<file path="src/core/aclc_pkg.sv">
// Package of constants and types for the armature current loop control block
package aclc_pkg;
  // ----------------------------------------
  // Register byte offsets
  // ----------------------------------------
  localparam logic [7:0] OFS_HEAT = 8'h00;
  localparam logic [7:0] OFS_COOL = 8'h04;
  localparam logic [7:0] OFS_TUNE = 8'h08;
  localparam logic [7:0] OFS_ENDSTOP = 8'h0c;
  localparam logic [7:0] OFS_ACCUM = 8'h10;
  localparam logic [7:0] OFS_DIGAIN = 8'h14;
  localparam logic [7:0] OFS_CPGAIN = 8'h18;
  localparam logic [7:0] OFS_CIGAIN = 8'h1c;
  localparam logic [7:0] OFS_MCONST = 8'h20;
  localparam logic [7:0] OFS_RSVD = 8'h24;
  localparam logic [7:0] OFS_INHIBIT = 8'h28;
  localparam logic [7:0] OFS_SSEN = 8'h2c;
  localparam logic [7:0] OFS_SSMODE = 8'h30;
  localparam logic [7:0] OFS_DIRECT = 8'h34;
  localparam logic [7:0] OFS_LOCKOUT = 8'h38;
  localparam logic [7:0] OFS_ADAPT = 8'h3c;
  localparam logic [7:0] OFS_SQ12 = 8'h40;
  localparam logic [7:0] OFS_SER12 = 8'h44;
  localparam logic [7:0] OFS_PAR12 = 8'h48;
  localparam logic [7:0] OFS_OLTHR = 8'h4c;
  localparam logic [7:0] OFS_STATUS = 8'h50;
  // ----------------------------------------
  // Reset values
  // ----------------------------------------
  localparam logic [7:0] RST_HEAT = 8'h1e;
  localparam logic [7:0] RST_COOL = 8'h32;
  localparam logic [7:0] RST_GAIN = 8'h10;
  localparam logic [7:0] RST_MCONST = 8'h19;
  localparam logic RST_SSEN = 1'b1;
  localparam logic [9:0] RST_OLTHR = 10'h2bc;
  // ----------------------------------------
  // Scaling and timing
  // ----------------------------------------
  localparam logic [9:0] FULL_SCALE = 10'h3e8;
  localparam logic [10:0] ACC_MAX = 11'h7cf;
  localparam logic [9:0] FIRE_MAX = 10'h3ff;
  localparam logic [9:0] FIRE_MIN = 10'h115;
  localparam logic [9:0] STANDSTILL_SPEED = 10'h008;
  localparam int CLK_HZ = 25000000;
  localparam int READY_OPEN_MS = 50;
  localparam int READY_OPEN_CYC = CLK_HZ / 1000 * READY_OPEN_MS;
  localparam int TICK_CYC = 25000;
  localparam int SS_DELAY_TICKS = 100;
  localparam logic [10:0] ENDSTOP_NORMAL = 11'h488;
  localparam logic [10:0] ENDSTOP_REDUCED = 11'h41a;
  typedef enum logic [2:0] {
    TUNE_IDLE = 3'b001,
    TUNE_RUN = 3'b010,
    TUNE_OPEN = 3'b100
  } tune_state_type;
endpackage

</file>
<file path="src/core/aclc_top.sv">
// Armature current loop supervision and firing control
//
// The register addresses and the APB register port were decided locally.
`timescale 1ns/1ns
`default_nettype none
module aclc_top (
  // APB slave
  input wire logic pclk,
  input wire logic presetn,
  input wire logic psel,
  input wire logic penable,
  input wire logic pwrite,
  input wire logic [7:0] paddr,
  input wire logic [31:0] pwdata,
  output logic [31:0] prdata,
  output logic pready,
  output logic pslverr,
  // Drive signals
  input wire logic [9:0] current_feedback,
  input wire logic [9:0] speed_feedback,
  input wire logic [9:0] post_ramp_reference,
  input wire logic [9:0] current_demand,
  input wire logic [9:0] loop_error,
  input wire logic start_command,
  input wire logic stop_command,
  input wire logic zero_reference,
  input wire logic tune_done,
  input wire logic cyclic_reset,
  input wire logic bridge2_quadrant_enabled,
  input wire logic bridge_change_request,
  input wire logic partner_lockout_input,
  // Outputs
  output logic [9:0] firing_angle,
  output logic fire_enable,
  output logic ramp_reset,
  output logic overload_trip,
  output logic drive_ready,
  output logic tune_active,
  output logic [10:0] endstop_limit,
  output logic [17:0] di_gain_term,
  output logic [17:0] cp_gain_term,
  output logic [17:0] ci_gain_term,
  output logic [17:0] scaled_demand,
  output logic high_gain_discontinuous,
  output logic divert_series_twelve,
  output logic bridge_change_grant,
  output logic lockout_status_output
);
  // ----------------------------------------
  // Registers
  // ----------------------------------------
  logic [7:0] heat_q, cool_q, digain_q, cpgain_q, cigain_q, mconst_q;
  logic tune_en_q, endstop_q, inhibit_q, ssen_q, ssmode_q, direct_q;
  logic lockout_q, adapt_dis_q, sq12_q, ser12_q, par12_q;
  logic [9:0] olthr_q;
  logic [10:0] acc_q, acc_d;
  logic [7:0] olcnt_q;
  logic trip_q;
  logic [22:0] tune_cnt_q;
  logic [14:0] tick_cnt_q;
  logic [7:0] ss_cnt_q;
  logic sample_q;
  aclc_pkg::tune_state_type tune_q;
  // ----------------------------------------
  // APB decode
  // ----------------------------------------
  wire wr = psel && penable && pwrite;
  wire hit_known = (paddr <= aclc_pkg::OFS_STATUS) && (paddr[1:0] == 2'b00);
  assign pready = 1'b1;
  assign pslverr = psel && penable && !hit_known;
  wire tune_clear = (tune_q == aclc_pkg::TUNE_OPEN) &&
    (tune_cnt_q == 23'(aclc_pkg::READY_OPEN_CYC - 1));
  // Product needs 14 bits, held in 15, before the divide by 16; threshold is clamped so no underflow
  wire [14:0] trip_prod = (15'(aclc_pkg::FULL_SCALE) - 15'(olthr_q)) * 15'd10;
  wire [10:0] trip_level = trip_prod[14:4];
  always_comb begin
    unique case (paddr)
      aclc_pkg::OFS_HEAT: prdata = {24'h0, heat_q};
      aclc_pkg::OFS_COOL: prdata = {24'h0, cool_q};
      aclc_pkg::OFS_TUNE: prdata = {31'h0, tune_en_q};
      aclc_pkg::OFS_ENDSTOP: prdata = {31'h0, endstop_q};
      aclc_pkg::OFS_ACCUM: prdata = {21'h0, acc_q};
      aclc_pkg::OFS_DIGAIN: prdata = {24'h0, digain_q};
      aclc_pkg::OFS_CPGAIN: prdata = {24'h0, cpgain_q};
      aclc_pkg::OFS_CIGAIN: prdata = {24'h0, cigain_q};
      aclc_pkg::OFS_MCONST: prdata = {24'h0, mconst_q};
      aclc_pkg::OFS_INHIBIT: prdata = {31'h0, inhibit_q};
      aclc_pkg::OFS_SSEN: prdata = {31'h0, ssen_q};
      aclc_pkg::OFS_SSMODE: prdata = {31'h0, ssmode_q};
      aclc_pkg::OFS_DIRECT: prdata = {31'h0, direct_q};
      aclc_pkg::OFS_LOCKOUT: prdata = {31'h0, lockout_q};
      aclc_pkg::OFS_ADAPT: prdata = {31'h0, adapt_dis_q};
      aclc_pkg::OFS_SQ12: prdata = {31'h0, sq12_q};
      aclc_pkg::OFS_SER12: prdata = {31'h0, ser12_q};
      aclc_pkg::OFS_PAR12: prdata = {31'h0, par12_q};
      aclc_pkg::OFS_OLTHR: prdata = {22'h0, olthr_q};
      aclc_pkg::OFS_STATUS: prdata = {29'h0, tune_active, divert_series_twelve, trip_q};
      default: prdata = 32'h0;
    endcase
  end
  // ----------------------------------------
  // Register writes
  // ----------------------------------------
  always_ff @(posedge pclk or negedge presetn) begin
    if (!presetn) begin
      heat_q <= aclc_pkg::RST_HEAT;
      cool_q <= aclc_pkg::RST_COOL;
      digain_q <= aclc_pkg::RST_GAIN;
      cpgain_q <= aclc_pkg::RST_GAIN;
      cigain_q <= aclc_pkg::RST_GAIN;
      mconst_q <= aclc_pkg::RST_MCONST;
      tune_en_q <= 1'b0;
      endstop_q <= 1'b0;
      inhibit_q <= 1'b0;
      ssen_q <= aclc_pkg::RST_SSEN;
      ssmode_q <= 1'b0;
      direct_q <= 1'b0;
      lockout_q <= 1'b0;
      adapt_dis_q <= 1'b0;
      ser12_q <= 1'b0;
      par12_q <= 1'b0;
      olthr_q <= aclc_pkg::RST_OLTHR;
    end else begin
      if (tune_clear) begin
        tune_en_q <= 1'b0;
      end else if (wr && paddr == aclc_pkg::OFS_TUNE) begin
        tune_en_q <= pwdata[0];
      end
      if (wr) begin
        unique case (paddr)
          aclc_pkg::OFS_HEAT: heat_q <= pwdata[7:0];
          aclc_pkg::OFS_COOL: cool_q <= pwdata[7:0];
          aclc_pkg::OFS_ENDSTOP: endstop_q <= pwdata[0];
          aclc_pkg::OFS_DIGAIN: digain_q <= pwdata[7:0];
          aclc_pkg::OFS_CPGAIN: cpgain_q <= pwdata[7:0];
          aclc_pkg::OFS_CIGAIN: cigain_q <= pwdata[7:0];
          aclc_pkg::OFS_MCONST: mconst_q <= pwdata[7:0];
          aclc_pkg::OFS_INHIBIT: inhibit_q <= pwdata[0];
          aclc_pkg::OFS_SSEN: ssen_q <= pwdata[0];
          aclc_pkg::OFS_SSMODE: ssmode_q <= pwdata[0];
          aclc_pkg::OFS_DIRECT: direct_q <= pwdata[0];
          aclc_pkg::OFS_LOCKOUT: lockout_q <= pwdata[0];
          aclc_pkg::OFS_ADAPT: adapt_dis_q <= pwdata[0];
          aclc_pkg::OFS_SER12: ser12_q <= pwdata[0];
          aclc_pkg::OFS_PAR12: par12_q <= pwdata[0];
          aclc_pkg::OFS_OLTHR: olthr_q <= (pwdata[9:0] > aclc_pkg::FULL_SCALE) ? aclc_pkg::FULL_SCALE : pwdata[9:0];
          default: ;
        endcase
      end
    end
  end
  // ----------------------------------------
  // Series 12-pulse request, sampled at reset
  // ----------------------------------------
  // Request is taken once after power-on or a cyclic reset; writes between are latched but unused
  logic sq12_req_q;
  always_ff @(posedge pclk or negedge presetn) begin
    if (!presetn) begin
      sq12_req_q <= 1'b0;
      sq12_q <= 1'b0;
      sample_q <= 1'b1;
      divert_series_twelve <= 1'b0;
    end else begin
      if (wr && paddr == aclc_pkg::OFS_SQ12) begin
        sq12_req_q <= pwdata[0];
        sq12_q <= pwdata[0];
      end
      sample_q <= cyclic_reset;
      if (sample_q) begin
        divert_series_twelve <= sq12_req_q && !bridge2_quadrant_enabled;
        if (bridge2_quadrant_enabled) begin
          sq12_q <= 1'b0;
          sq12_req_q <= 1'b0;
        end
      end
    end
  end
  property p_divert_sampled;
    @(posedge pclk) disable iff (!presetn)
    !sample_q |=> $stable(divert_series_twelve);
  endproperty
  a_divert_sampled: assert property (p_divert_sampled) else $error("Divert moved outside a sample");
  property p_divert_blocked;
    @(posedge pclk) disable iff (!presetn)
    sample_q && bridge2_quadrant_enabled |=> !divert_series_twelve && !sq12_q;
  endproperty
  a_divert_blocked: assert property (p_divert_blocked) else $error("Series request not cleared");
  // ----------------------------------------
  // Overload integrator
  // ----------------------------------------
  // Heat and cool times both zero disable the trip, so the accumulator clears to zero at the next tick and holds there
  wire ol_off = (heat_q == 8'h00) && (cool_q == 8'h00);
  wire above = current_feedback > olthr_q;
  wire [7:0] ol_period = above ? heat_q : cool_q;
  wire ol_step = (olcnt_q >= ol_period - 8'd1) && (ol_period != 8'h00);
  always_comb begin
    acc_d = acc_q;
    if (ol_off) begin
      acc_d = 11'h0;
    end else if (ol_step && above && acc_q < aclc_pkg::ACC_MAX) begin
      acc_d = acc_q + 11'd1;
    end else if (ol_step && !above && acc_q != 11'h0) begin
      acc_d = acc_q - 11'd1;
    end
  end
  always_ff @(posedge pclk or negedge presetn) begin
    if (!presetn) begin
      acc_q <= 11'h0;
      olcnt_q <= 8'h0;
      tick_cnt_q <= 15'h0;
      trip_q <= 1'b0;
    end else begin
      if (tick_cnt_q == 15'(aclc_pkg::TICK_CYC - 1)) begin
        tick_cnt_q <= 15'h0;
        olcnt_q <= ol_step ? 8'h0 : olcnt_q + 8'd1;
        acc_q <= acc_d;
      end else begin
        tick_cnt_q <= tick_cnt_q + 15'd1;
      end
      if (!ol_off && acc_q >= trip_level) begin
        trip_q <= 1'b1;
      end else if (cyclic_reset) begin
        trip_q <= 1'b0;
      end
    end
  end
  assign overload_trip = trip_q;
  property p_acc_no_rise;
    @(posedge pclk) disable iff (!presetn)
    !above |=> acc_q <= $past(acc_q);
  endproperty
  a_acc_no_rise: assert property (p_acc_no_rise) else $error("Accumulator rose below threshold");
  property p_acc_tick;
    @(posedge pclk) disable iff (!presetn)
    tick_cnt_q != 15'(aclc_pkg::TICK_CYC - 1) |=> $stable(acc_q);
  endproperty
  a_acc_tick: assert property (p_acc_tick) else $error("Accumulator moved between ticks");
  property p_trip_sets;
    @(posedge pclk) disable iff (!presetn)
    !ol_off && acc_q >= trip_level |=> trip_q;
  endproperty
  a_trip_sets: assert property (p_trip_sets) else $error("Overload trip missed");
  property p_trip_hold;
    @(posedge pclk) disable iff (!presetn)
    trip_q && !cyclic_reset |=> trip_q;
  endproperty
  a_trip_hold: assert property (p_trip_hold) else $error("Overload trip dropped");
  // ----------------------------------------
  // Autotune handshake
  // ----------------------------------------
  always_ff @(posedge pclk or negedge presetn) begin
    if (!presetn) begin
      tune_q <= aclc_pkg::TUNE_IDLE;
      tune_cnt_q <= 23'h0;
    end else begin
      unique case (tune_q)
        aclc_pkg::TUNE_IDLE: begin
          if (tune_en_q && start_command) begin
            tune_q <= aclc_pkg::TUNE_RUN;
          end
        end
        aclc_pkg::TUNE_RUN: begin
          if (tune_done) begin
            tune_q <= aclc_pkg::TUNE_OPEN;
            tune_cnt_q <= 23'h0;
          end
        end
        aclc_pkg::TUNE_OPEN: begin
          tune_cnt_q <= tune_cnt_q + 23'd1;
          if (tune_clear) begin
            tune_q <= aclc_pkg::TUNE_IDLE;
          end
        end
        default: tune_q <= aclc_pkg::TUNE_IDLE;
      endcase
    end
  end
  assign tune_active = (tune_q == aclc_pkg::TUNE_RUN);
  assign drive_ready = (tune_q != aclc_pkg::TUNE_OPEN) && !trip_q;
  property p_tune_start;
    @(posedge pclk) disable iff (!presetn)
    tune_q == aclc_pkg::TUNE_IDLE && tune_en_q && start_command |=> tune_q == aclc_pkg::TUNE_RUN;
  endproperty
  a_tune_start: assert property (p_tune_start) else $error("Autotune did not start");
  property p_tune_done;
    @(posedge pclk) disable iff (!presetn)
    tune_active && tune_done |=> !drive_ready;
  endproperty
  a_tune_done: assert property (p_tune_done) else $error("Ready did not open after tuning");
  property p_tune_clear;
    @(posedge pclk) disable iff (!presetn)
    tune_clear |=> !tune_en_q && tune_q == aclc_pkg::TUNE_IDLE;
  endproperty
  a_tune_clear: assert property (p_tune_clear) else $error("Autotune enable not cleared");
  // ----------------------------------------
  // Endstop and gain scaling
  // ----------------------------------------
  assign endstop_limit = endstop_q ? aclc_pkg::ENDSTOP_REDUCED : aclc_pkg::ENDSTOP_NORMAL;
  // Terms drop the low 9 and 10 product bits, so the /512 and /1024 scaling truncates
  wire [17:0] err_times_di = 18'(loop_error) * 18'(digain_q);
  wire [17:0] err_times_cp = 18'(loop_error) * 18'(cpgain_q);
  wire [17:0] err_times_ci = 18'(loop_error) * 18'(cigain_q);
  assign di_gain_term = {9'h0, err_times_di[17:9]};
  assign cp_gain_term = {9'h0, err_times_cp[17:9]};
  assign ci_gain_term = {10'h0, err_times_ci[17:10]};
  assign scaled_demand = 18'(current_demand) * 18'(mconst_q);
  assign high_gain_discontinuous = !adapt_dis_q;
  // ----------------------------------------
  // Standstill and firing
  // ----------------------------------------
  wire ss_cause = stop_command || (!ssmode_q && zero_reference);
  wire ss_engage = ssen_q && ss_cause && (speed_feedback < aclc_pkg::STANDSTILL_SPEED);
  wire ss_inhibit = ss_cnt_q == 8'(aclc_pkg::SS_DELAY_TICKS);
  always_ff @(posedge pclk or negedge presetn) begin
    if (!presetn) begin
      ss_cnt_q <= 8'h0;
    end else if (!ss_engage) begin
      ss_cnt_q <= 8'h0;
    end else if (!ss_inhibit && tick_cnt_q == 15'h0) begin
      ss_cnt_q <= ss_cnt_q + 8'd1;
    end
  end
  wire [9:0] loop_angle = (current_demand > aclc_pkg::FIRE_MIN) ? current_demand : aclc_pkg::FIRE_MIN;
  always_ff @(posedge pclk or negedge presetn) begin
    if (!presetn) begin
      firing_angle <= aclc_pkg::FIRE_MIN;
    end else if (ss_engage) begin
      firing_angle <= aclc_pkg::FIRE_MIN;
    end else if (direct_q) begin
      firing_angle <= post_ramp_reference;
    end else begin
      firing_angle <= loop_angle;
    end
  end
  property p_standstill_angle;
    @(posedge pclk) disable iff (!presetn)
    ss_engage |=> firing_angle == aclc_pkg::FIRE_MIN;
  endproperty
  a_standstill_angle: assert property (p_standstill_angle) else $error("Standstill not phased back");
  property p_direct_angle;
    @(posedge pclk) disable iff (!presetn)
    !ss_engage && direct_q |=> firing_angle == $past(post_ramp_reference);
  endproperty
  a_direct_angle: assert property (p_direct_angle) else $error("Direct firing angle wrong");
  assign fire_enable = !inhibit_q && !ss_inhibit && !trip_q;
  assign ramp_reset = inhibit_q;
  // ----------------------------------------
  // Bridge lockout
  // ----------------------------------------
  assign bridge_change_grant = bridge_change_request && !(lockout_q && partner_lockout_input);
  assign lockout_status_output = fire_enable && (current_feedback != 10'h0);
endmodule
`default_nettype wire

</file>
<file path="config.mk">
export PLATFORM = sky130hd
export DESIGN_NAME = aclc_top
export DESIGN_NICKNAME = d
export VERILOG_FILES = /design/src/core/aclc_pkg.sv /design/src/core/aclc_top.sv
export SDC_FILE = /design/constraint.sdc
export NUM_CORES = 1
export LEC_CHECK = 0
export ABC_AREA = 1
export BUFFER_PORTS_ARGS = -buffer_cell sky130_fd_sc_hd__buf_4
export CAP_MARGIN = 25
export CELL_PAD_IN_SITES_DETAIL_PLACEMENT = 1
export CELL_PAD_IN_SITES_GLOBAL_PLACEMENT = 2
export CORE_MARGIN = 4
export CORE_UTILIZATION = 38
export DETAILED_ROUTE_END_ITERATION = 8
export GPL_ROUTABILITY_DRIVEN = 1
export MAX_ROUTING_LAYER = met4
export PLACE_DENSITY = 0.95
export SETUP_SLACK_MARGIN = 0.05
export SYNTH_ARGS = -nofsm -noshare
export SYNTH_HDL_FRONTEND = slang
export SYNTH_SLANG_ARGS = --single-unit
</file>
<file path="constraint.sdc">
create_clock -name pclk -period 22.8 [get_ports pclk]
set_clock_uncertainty 0.2 [all_clocks]
set_input_delay 4.56 -clock pclk [delete_from_list [all_inputs] [get_ports pclk]]
set_output_delay 4.56 -clock pclk [all_outputs]
set_load 0.02 [all_outputs]
</file>
==> results of run 1 <==
-- critical path, cell delays in order --
cell	delay (ns)
buf_4	0.32
nand2_1	0.14
fa_1	0.55
inv_1	0.06
fa_1	0.52
fa_1	0.55
fa_1	0.51
ha_1	0.36
a21oi_1	0.21
o21ai_0	0.12
a21oi_1	0.12
inv_1	0.05
nor2_1	0.18
o21ai_0	0.21
a31o_2	0.27
a21oi_1	0.16
xnor2_1	0.14
buf_4	0.16
-- layout make-up --
class                           instances  area, sq um  share of cell area
Sequential cell                       151         3811              0.1769
Antenna cell                            1        2.502           0.0001162
Clock inverter                         15        143.9            0.006680
Tap cell                              672        840.8             0.03904
Inverter                              558         2095             0.09724
Clock buffer                           17        425.4             0.01975
Timing Repair Buffer                  160         1205             0.05594
Multi-Input combinational cell       1764        13020              0.6043
-- per-stage QoR --
step           hold slack [ns]  power, mW  utilization  std cells  area (sq um)
2_1_floorplan           0.2322     0.4457            -       2613         19700
3_3_place_gp            0.2457     0.4958       0.4161       3304         20960
3_5_place_dp            0.2522     0.5084       0.4161       3304         20960
4_1_cts                 0.2617     0.7932       0.4274       3336         21530
5_1_grt                 0.2912     0.8361       0.4275       3337         21540
6_report                0.2557     0.7851       0.4276       3338         21540
-- registers in the layout, summed over array words and instances (netlist names), 3 cells and up --
signal	count
firing_angle	10
olthr_q	10
tick_cnt_q	15
tune_q	3
cool_q	8
olcnt_q	8
mconst_q	8
cigain_q	8
digain_q	8
tune_cnt_q	23
acc_q	11
heat_q	8
ss_cnt_q	8
cpgain_q	8
-- where the power goes --
part	switching (mW)	total [mW]	internal (mW)
combinational	0.126	0.194	0.0685
clock	0.129	0.281	0.152
sequential	0.0207	0.310	0.289
-- cells by family after synthesis --
logic type                 count (synthesis)  share of synthesized area
AOI/OAI and AO/OA                        345                     0.1022
xor gates and xnor gates                  69                    0.03101
adders and majority gates                398                     0.3291
buffers and inverters                    698                     0.1472
DFF                                      151                     0.1956
muxes                                      3                   0.001541
other                                      2                  0.0003854
and+or+nand+nor                          891                     0.1929
-- worst min-delay path by stage --
stage,end,slack (ns),cells past startpoint
2_1_floorplan,tick_cnt_q[0],0.23,1
3_3_place_gp,tick_cnt_q[0],0.25,1
3_5_place_dp,tick_cnt_q[0],0.25,1
4_1_cts,tick_cnt_q[0],0.26,1
5_1_grt,tick_cnt_q[0],0.29,1
6_report,tick_cnt_q[0],0.26,1
-- placed cells by master, fill, tap and decap left out, drive strengths merged, types with 3 or more instances in the layout --
master    count
nor3         29
buf         160
a21boi        5
fa          191
a21oi       103
o21bai        7
a2111oi       3
nor4         28
mux2i         3
o2111ai       4
o211ai       10
a31oi         5
dfstp        26
nor2        114
clkbuf       17
nand3b        5
inv         561
a221oi       14
nand3        71
or2           5
o31ai         4
dfrtp       125
o22ai         4
a21o          5
nand4        21
ha          207
conb         58
a22oi         3
a211oi        4
nand2       612
clkinv        5
xor2         51
xnor2        18
clkinvlp      6
o21ai       162
-- metal layers --
metal,share of wire,track usage,vias up,wire length (um)
met4,0.016,0.04448,0,927
met1,0.44,0.2730,8642,24780
met5,0,-,-,0
li1,-,-,8005,-
met3,0.036,0.02590,55,2043
met2,0.51,0.3793,311,28680
==> summary.md, run 1 <==
| Metric | Value |
|---|---|
| I/O Buffers | `155` |
| Hold Path Class | `flip-flop to flip-flop` |
| Via/cell ratio | `5.097` |
| Largest net degree at the start of global routing | `84` |
| Final setup violation count | `0` |
| Seq/Total Area, Yosys | `0.1956` |
| Synth Instances | `2,557` |
| R2r setup slk | `16.70 ns` |
| Post-synth top cells | `603 x nand2_1, 555 x inv_1, 207 x ha_1, 191 x fa_1, 142 x o21ai_0` |
| Initial core utilization | `0.3868` |
| Root buf cell | `clkbuf_16` |
| CTS tree | `done` |
| Crit path max fanout | `24` |
| Yosys warning count | `0` |
| Worst IR Drop VDD | `0.00005539 V` |
| Critical path endpoint category | `output port` |
| Power Dens Cells | `36.45 nW/um^2` |
| CTS HTree Levels | `4` |
| Synth unique cells | `65` |
| Area delta synth->final | `10.54%` |
| DP HPWL | `45,420 um` |
| Max cap viols | `0` |
| Clock slew seen by the registers of the worst setup and hold paths | `0.06 ns` |
| Yosys reg bits | `151` |
| Fillers | `about 6,300` |
| Post-synth EDFFs | `0` |
| Synth Cell Area | `roughly 19,000 sq um` |
| Vias in the first global route | `18,660` |
| Worst-Margin Slew | `roughly 1.1 ns` |
| RR Startpoint | `olthr_q[9]` |
| CTS resizes | `0` |
| Rows | `82` |
| Fmax | `slightly above 70 MHz` |
| # IOs | `239` |
| DR pass1 iterations | `5` |
| Share of the synthesized area in the top cell type | `0.1962` |
| Vias | `approximately 17,000` |
| Worst Setup Slack, final | `8.855 ns` |
| Top cells by area, synth | `fa_1 20%, dfrtp_1 16%, ha_1 13%` |
| Ys flop type | `dfrtp_1` |
| WL final | `56,430 um` |
| Critical path startpoint category | `input pin` |
| Worst Hold Launch | `tick_cnt_q[0]` |
| R2R depth | `34` |
| WL/cell | `16.91 um` |
| RSZ-0062 raised after global routing | `false` |
| Routability congestion estimate | `0.8413` |
| CTS max path bufs | `2` |
| Place WS | `8.849 ns` |
| Top-count cell post-synth | `nand2_1` |
| Min Tclk post-route | `13.95 ns` |
| Status | `finished, final reports clean` |
| Die Height | `234.5 um` |
| Die area | `~55,000 sq um` |
| Final antenna-violating net count | `0` |
| DR iter-0 viols | `774` |
| Fin. max-slew vios | `0` |
| Die width | `234.5 um` |
| Avg Synthesized Cell Area | `about 7.6 sq um` |
| CP required | `~18 ns` |
| Setup crit start | `loop_error[4]` |
| Crit path DAT | `about 9.2 ns` |
| Cts bufs inserted | `17` |
| Async SR Flop Fraction | `1.000` |
| DRC violations left | `0` |
| Cts hold-fix bufs | `0` |
| Setup Fix Bufs, Post-CTS | `0` |
| Share of cells above drive strength 1 | `0.09493` |
| Critical path type | `input pin to output port` |
| Tcrit/Tclk final | `0.6116` |
| Crit path to | `ci_gain_term[6]` |
| Cell taking the most area after synthesis | `fa_1` |
| Final TNS setup | `0 ns` |
| P_leak | `~12 nW` |
| Worst slew margin | `0.2905` |
| FF-to-FF End | `acc_q[9]` |
| Nets@finish | `3,153` |
| CORE AREA | `50,380 sq um` |
| TritonCTS Sinks | `151` |
| GRT Total Usage | `0.2171` |
| Clk_lat worst skew | `0.45 ns` |
| Initial antenna violation count | `0` |
| Total grt overflow | `0` |
| Final Hold Vio Count | `0` |
| First-pass GRT wire length | `94,140 um` |
No activity file was read; power rests on OpenSTA's default activity.
==> inputs of run 2 (changes only) <==
CORE_UTILIZATION = 35   (was 38)
PLACE_DENSITY = 0.9   (was 0.95)
clock period = 13 ns   (was 22.8 ns; I/O delays follow)
==> run 2 against run 1 <==
Net effect: worst setup slack worse by 6.0 ns; total power up 82%; wire length up 0.18%; sequential power up 75%; core utilization down 3.3 points; hold slack better by 0.011 ns; largest power group is now the clock network; combinational power up 76%; clock power up 95%; register-to-register slack worse by 9.9 ns.
==> summary.md, run 2 (synthesis gave the netlist of run 1 again) <==
| Metric | Value |
|---|---|
| I/O Buffers | `155 (unchanged)` |
| Max reg flops | `23 (unchanged)` |
| CP required | `10.20 ns (-7.84 ns)` |
| CTS tree | `done` |
| Final antenna-violating net count | `0 (unchanged)` |
| Final Cell Area | `21,720 sq um (+0.85%)` |
| P_leak | `12.48 nW (+0.40%)` |
| Cts bufs inserted | `17 (unchanged)` |
| Top flop regs | `tune_cnt_q: 23 flops, tick_cnt_q: 15 flops, acc_q: 11 flops` |
| Rows | `86 (+4.9%)` |
| Tcrit/Tclk final | `0.7828` |
| Area delta synth->final | `11.47%` |
| Fmax | `around 98 MHz` |
| Power Total | `1.431 mW (+82%)` |
| Power Dens Cells | `65.86 nW/um^2 (+81%)` |
| CTS resizes | `0 (unchanged)` |
| Finished Layout Cells | `3,413 (+2.2%)` |
| WL final | `56,540 um (+0.18%)` |
| Routability congestion estimate | `0.8569 (+1.9%)` |
| Die width | `244.0 um (+4.1%)` |
| DR iter-0 viols | `676 (-13%)` |
| Nets@finish | `3,153 (unchanged)` |
| Register area | `3811 sq um (unchanged)` |
| Min Tclk post-route | `10.18 ns` |
| Most flops, register | `tune_cnt_q` |
| Initial antenna violation count | `0 (unchanged)` |
| Final setup violation count | `0 (unchanged)` |
| Total grt overflow | `0 (unchanged)` |
| Critical path type | `input pin to output port` |
| First-pass GRT wire length | `93,750 um (-0.41%)` |
| Most frequent cells in the layout | `603 x nand2_1, 555 x inv_1, 207 x ha_1` |
| Vias in the first global route | `18,460 (-1.1%)` |
| WL/cell | `16.56 um (-2.0%)` |
| Via/cell ratio | `4.959 (-2.7%)` |
| # IOs | `239 (unchanged)` |
| Commonest non-fill, non-tap cell in the layout | `nand2_1` |
| Status | `finished, final reports clean` |
| Clock slew seen by the registers of the worst setup and hold paths | `0.06 ns (about the same)` |
| Final Hold Vio Count | `0 (unchanged)` |
| Hold Path Class | `flip-flop to flip-flop` |
| Worst slew margin | `0.3225 (+0.03201)` |
| Fin. max-slew vios | `0 (unchanged)` |
| Multi-input gate area | `13,020 sq um (unchanged)` |
| Fillers | `6,861 (+8.9%)` |
| Critical path endpoint category | `output port` |
| Worst-Margin Slew | `1.012 ns (-0.04203 ns)` |
| Worst IR Drop VDD | `0.00008872 V (+60%)` |
| CORE AREA | `55,090 sq um (+9.4%)` |
| Crit path DAT | `7.38 ns (-1.81 ns)` |
| Clk_lat worst skew | `0.44 ns (about the same)` |
| Final TNS setup | `0 ns (unchanged)` |
| Root buf cell | `clkbuf_16` |
| DRC violations left | `0 (unchanged)` |
| Vias | `16,920 (-0.52%)` |
| Die Height | `244.0 um (+4.1%)` |
| Share of cells above drive strength 1 | `0.09418 (-0.0007505)` |
| DR pass1 iterations | `5 (unchanged)` |
| Cts hold-fix bufs | `0 (unchanged)` |
| RSZ-0062 raised after global routing | `false` |
| Number of diodes | `0 (-1)` |
| Die area | `59,510 sq um (+8.3%)` |
| Placed Area | `21,060 sq um (+0.45%)` |
| DP HPWL | `45,320 um (-0.21%)` |
| Critical path startpoint category | `input pin` |
| CTS HTree Levels | `4 (unchanged)` |
| Max cap viols | `0 (unchanged)` |
| Largest net degree at the start of global routing | `82 (-2.4%)` |
| Inst Count DP | `3,380 (+2.3%)` |
| TritonCTS Sinks | `151 (unchanged)` |
| Initial core utilization | `0.3537 (-0.03312)` |
| Crit path max fanout | `24 (unchanged)` |
| Setup Fix Bufs, Post-CTS | `0 (unchanged)` |
| GRT Total Usage | `0.1963 (-0.02087)` |
| CTS max path bufs | `2 (unchanged)` |
[run 2: cell count changes in the layout (fill, tap and decap cells not counted), sizes merged]
cell,previous run,this run
bufinv,1,4
clkinvlp,6,3
inv,561,557
diode,1,0
clkbuf,17,22
clkinv,5,4
[run 2: worst paths after layout]
check	depth (start not counted)	slack [ns]	start	to
worst max-delay path	18	2.82	loop_error[4]	ci_gain_term[6]
worst min-delay path	1	0.27	tick_cnt_q[0]	tick_cnt_q[0]
worst max register to register	33	6.85	olthr_q[7]	acc_q[9]
worst min register to register	1	0.27	tick_cnt_q[0]	tick_cnt_q[0]
max in group asynchronous	3	9.28	presetn	cigain_q[4]
min in group asynchronous	1	1.95	presetn	tune_cnt_q[2]
[run 2: final cells by class]
cell class	count	share of cell area
Timing Repair Buffer	160	0.05639
Tap cell	748	0.04309
Inverter	558	0.09642
Clock buffer	22	0.02183
Sequential cell	151	0.1755
Multi-Input combinational cell	1764	0.5992
Clock inverter	10	0.007603
[run 2: power breakdown]
group | leakage, nW | internal, mW | switching (mW) | total (mW)
sequential | 1.95 | 0.507 | 0.0345 | 0.542
clock | 0.303 | 0.338 | 0.210 | 0.548
combinational | 10.2 | 0.120 | 0.221 | 0.341
total | 12.5 | 0.965 | 0.465 | 1.43
[run 2: per-stage QoR]
stage	setup WS, ns	hold WS (ns)	utilization
final	2.823	0.2672	0.3943
after global placement	2.912	0.2461	0.3822
after CTS	2.861	0.2705	0.3938
after floorplan	3.155	0.2322	-
after detailed placement	2.903	0.2623	0.3822
after global routing	2.468	0.3045	0.3943
[run 2: layer usage]
metal  vias to the layer above  routed length (um)  track usage
met5                         -                   0            -
met1                      8523               25340       0.2512
met3                        63                2167      0.02467
met2                       322               28010       0.3358
met4                         0                1026      0.04203
li1                       8016                   -            -
[run 2: worst max-delay path: stages]
cell     delay, ns
buf_4         0.31
nand2_1       0.14
fa_1          0.55
inv_1         0.06
fa_1          0.52
fa_1          0.54
fa_1          0.53
ha_1          0.37
a21oi_1       0.25
o21ai_0       0.13
a21oi_1       0.13
inv_1         0.05
nor2_1        0.21
o21ai_0       0.23
a31o_2        0.29
a21oi_1       0.16
xnor2_1       0.14
buf_4         0.16
==> inputs of run 3 (changes only) <==
clock period = 9.7 ns   (was 13 ns; I/O delays follow)
==> run 3 against run 2 <==
Net effect: global-route usage is 0.055 points higher; critical path depth is the same; combinational power up 35%; register-to-register slack got worse by 3.2 ns; wire length up 0.51%; flip-flop and latch count unchanged; cell area shrank 0.21%; critical endpoint unchanged; largest cell class unchanged; largest power group is now sequential cells.
==> summary.md, run 3 (synthesis gave the netlist of run 1 again) <==
| Metric | Value |
|---|---|
| Worst slew margin | `0.2715 (-0.05104)` |
| Min Tclk post-route | `just under 9 ns` |
| Die width | `244.0 um (unchanged)` |
| Worst Hold Launch | `ssmode_q` |
| # IOs | `239 (unchanged)` |
| GRT Total Usage | `0.1968 (+0.0005492)` |
| Top flop regs | `tune_cnt_q: 23 flops, tick_cnt_q: 15 flops, acc_q: 11 flops` |
| Crit path DAT | `6.56 ns (-0.82 ns)` |
| DR pass1 iterations | `5 (unchanged)` |
| Top delay family on crit path | `adder cells` |
| CORE AREA | `55,090 sq um (unchanged)` |
| Commonest non-fill, non-tap cell in the layout | `nand2_1` |
| Vias | `16,950 (+0.17%)` |
| Via/cell ratio | `4.965 (+0.14%)` |
| CTS tree | `done` |
| DP HPWL | `45,700 um (+0.83%)` |
| CTS max path bufs | `2 (unchanged)` |
| Placed Area | `21,060 sq um (about the same)` |
| Vias in the first global route | `18,750 (+1.6%)` |
| Final setup violation count | `0 (unchanged)` |
| Final Util | `0.3934 (-0.0008400)` |
| Root buf cell | `clkbuf_16` |
| DR iter-0 viols | `613 (-9.3%)` |
| Most frequent cells in the layout | `603 x nand2_1, 555 x inv_1, 207 x ha_1` |
| Nets@finish | `3,154 (+0.032%)` |
| Cts bufs inserted | `17 (unchanged)` |
| Initial core utilization | `0.3537 (unchanged)` |
| Critical path type | `input pin to output port` |
| CTS HTree Levels | `4 (unchanged)` |
| Max cap viols | `0 (unchanged)` |
| Hold Path Class | `flip-flop to flip-flop` |
| DRC violations left | `0 (unchanged)` |
| Slowest-stage cell, CP | `fa_1` |
| Setup crit start | `loop_error[5]` |
| Worst-Margin Slew | `1.083 ns (+0.07032 ns)` |
| Critical path endpoint category | `output port` |
| Routability congestion estimate | `0.8395 (-2.0%)` |
| CP cell instances | `buf_4 -> nand2_1 -> fa_1 -> inv_1 -> fa_1 -> fa_1 -> fa_1 -> ha_1 -> a21oi_1 -> o21ai_0 -> a21oi_1 -> inv_1 -> nor2_1 -> o21ai_0 -> a31o_2 -> a21oi_1 -> xnor2_1 -> buf_4` |
| First-pass GRT wire length | `93,920 um (+0.18%)` |
| Power Dens Cells | `85.55 nW/um^2 (+30%)` |
| Fin. max-slew vios | `0 (unchanged)` |
| Clk_lat worst skew | `0.44 ns (about the same)` |
| Total grt overflow | `0 (unchanged)` |
| Area delta synth->final | `11.24%` |
| Die area | `59,510 sq um (unchanged)` |
| WL final | `56,830 um (+0.51%)` |
| Status | `finished, final reports clean` |
| Most flops, register | `tune_cnt_q` |
| Fmax | `about 110 MHz` |
| Critical path's most frequent cell | `fa_1` |
| CTS resizes | `0 (unchanged)` |
| Rows | `86 (unchanged)` |
| Crit path buf inv count | `4 (unchanged)` |
| Largest net degree at the start of global routing | `77 (-6.1%)` |
| CP required | `7.56 ns (-2.64 ns)` |
| Max reg flops | `23 (unchanged)` |
| RR Startpoint | `olthr_q[7]` |
| Setup Fix Bufs, Post-CTS | `0 (unchanged)` |
| Critical path startpoint category | `input pin` |
| Initial antenna violation count | `0 (unchanged)` |
| Final antenna-violating net count | `0 (unchanged)` |
| Tcrit/Tclk final | `0.8971` |
| Crit path max fanout | `24 (unchanged)` |
| I/O Buffers | `155 (unchanged)` |
| R2r setup slk | `3.68 ns (-3.17 ns)` |
| Slowest stage delay, CP | `0.54 ns (about the same)` |
| WL/cell | `16.64 um (+0.48%)` |
| Worst IR Drop VDD | `0.0001199 V (+35%)` |
| Clock slew seen by the registers of the worst setup and hold paths | `0.06 ns (about the same)` |
| Cts hold-fix bufs | `0 (unchanged)` |
| P_leak | `12.45 nW (-0.20%)` |
| Final Hold Vio Count | `0 (unchanged)` |
| Final Cell Area | `21,680 sq um (-0.21%)` |
| Number of diodes | `0 (unchanged)` |
| RSZ-0062 raised after global routing | `false` |
| Final TNS setup | `0 ns (unchanged)` |
| TritonCTS Sinks | `151 (unchanged)` |
| Die Height | `244.0 um (unchanged)` |
| Share of cells above drive strength 1 | `0.09527 (+0.001090)` |
## run 3: worst paths after layout
check                                  end  cells past startpoint
hold / removal                    ssmode_q                      2
max in group asynchronous      cigain_q[4]                      3
min in group asynchronous    tune_cnt_q[1]                      1
setup / recovery           ci_gain_term[6]                     18
hold reg to reg                   ssmode_q                      2
setup reg to reg                  acc_q[9]                     33
## run 3: final cells by class
cell class              instances  area, sq um
repair buffers                161         1232
clock buffers                  20        466.7
inverters                     558         2095
well taps                     748        935.9
clock inverters                12        118.9
flip-flops and latches        151         3811
fillers                      6900        33420
multi-input cells            1764        13020
## run 3: report_power, final
group | internal [mW] | total [mW] | switching, mW
clock network | 0.377 | 0.669 | 0.292
registers | 0.680 | 0.726 | 0.0463
logic | 0.163 | 0.459 | 0.297
## run 3: tightest hold or removal path, delay by kind of cell (launching register included)
kind | cells | cell delay [ns]
flip-flops | 1 | 0.34
AO/OA/AOI/OAI | 1 | 0.06
AND/OR/NAND/NOR | 1 | 0.05
## run 3: layer usage
layer | GRT usage | up-vias | share of wire
met5 | - | - | 0
met4 | 0.03966 | 0 | 0.017
met3 | 0.02248 | 49 | 0.036
met2 | 0.3458 | 303 | 0.50
met1 | 0.2468 | 8583 | 0.44
li1 | - | 8017 | -
## run 3: metrics by stage
step                hold WS [ns]  setup slack (ns)  power, mW  instances
global route              0.3108            0.6487      1.961       3414
detailed placement        0.2734             1.005      1.197       3381
global placement          0.2490            0.9634      1.168       3381
finish                    0.2870            0.9977      1.854       3414
CTS                       0.2893            0.9610      1.872       3413
floorplan                 0.2322             1.175      1.048       2613
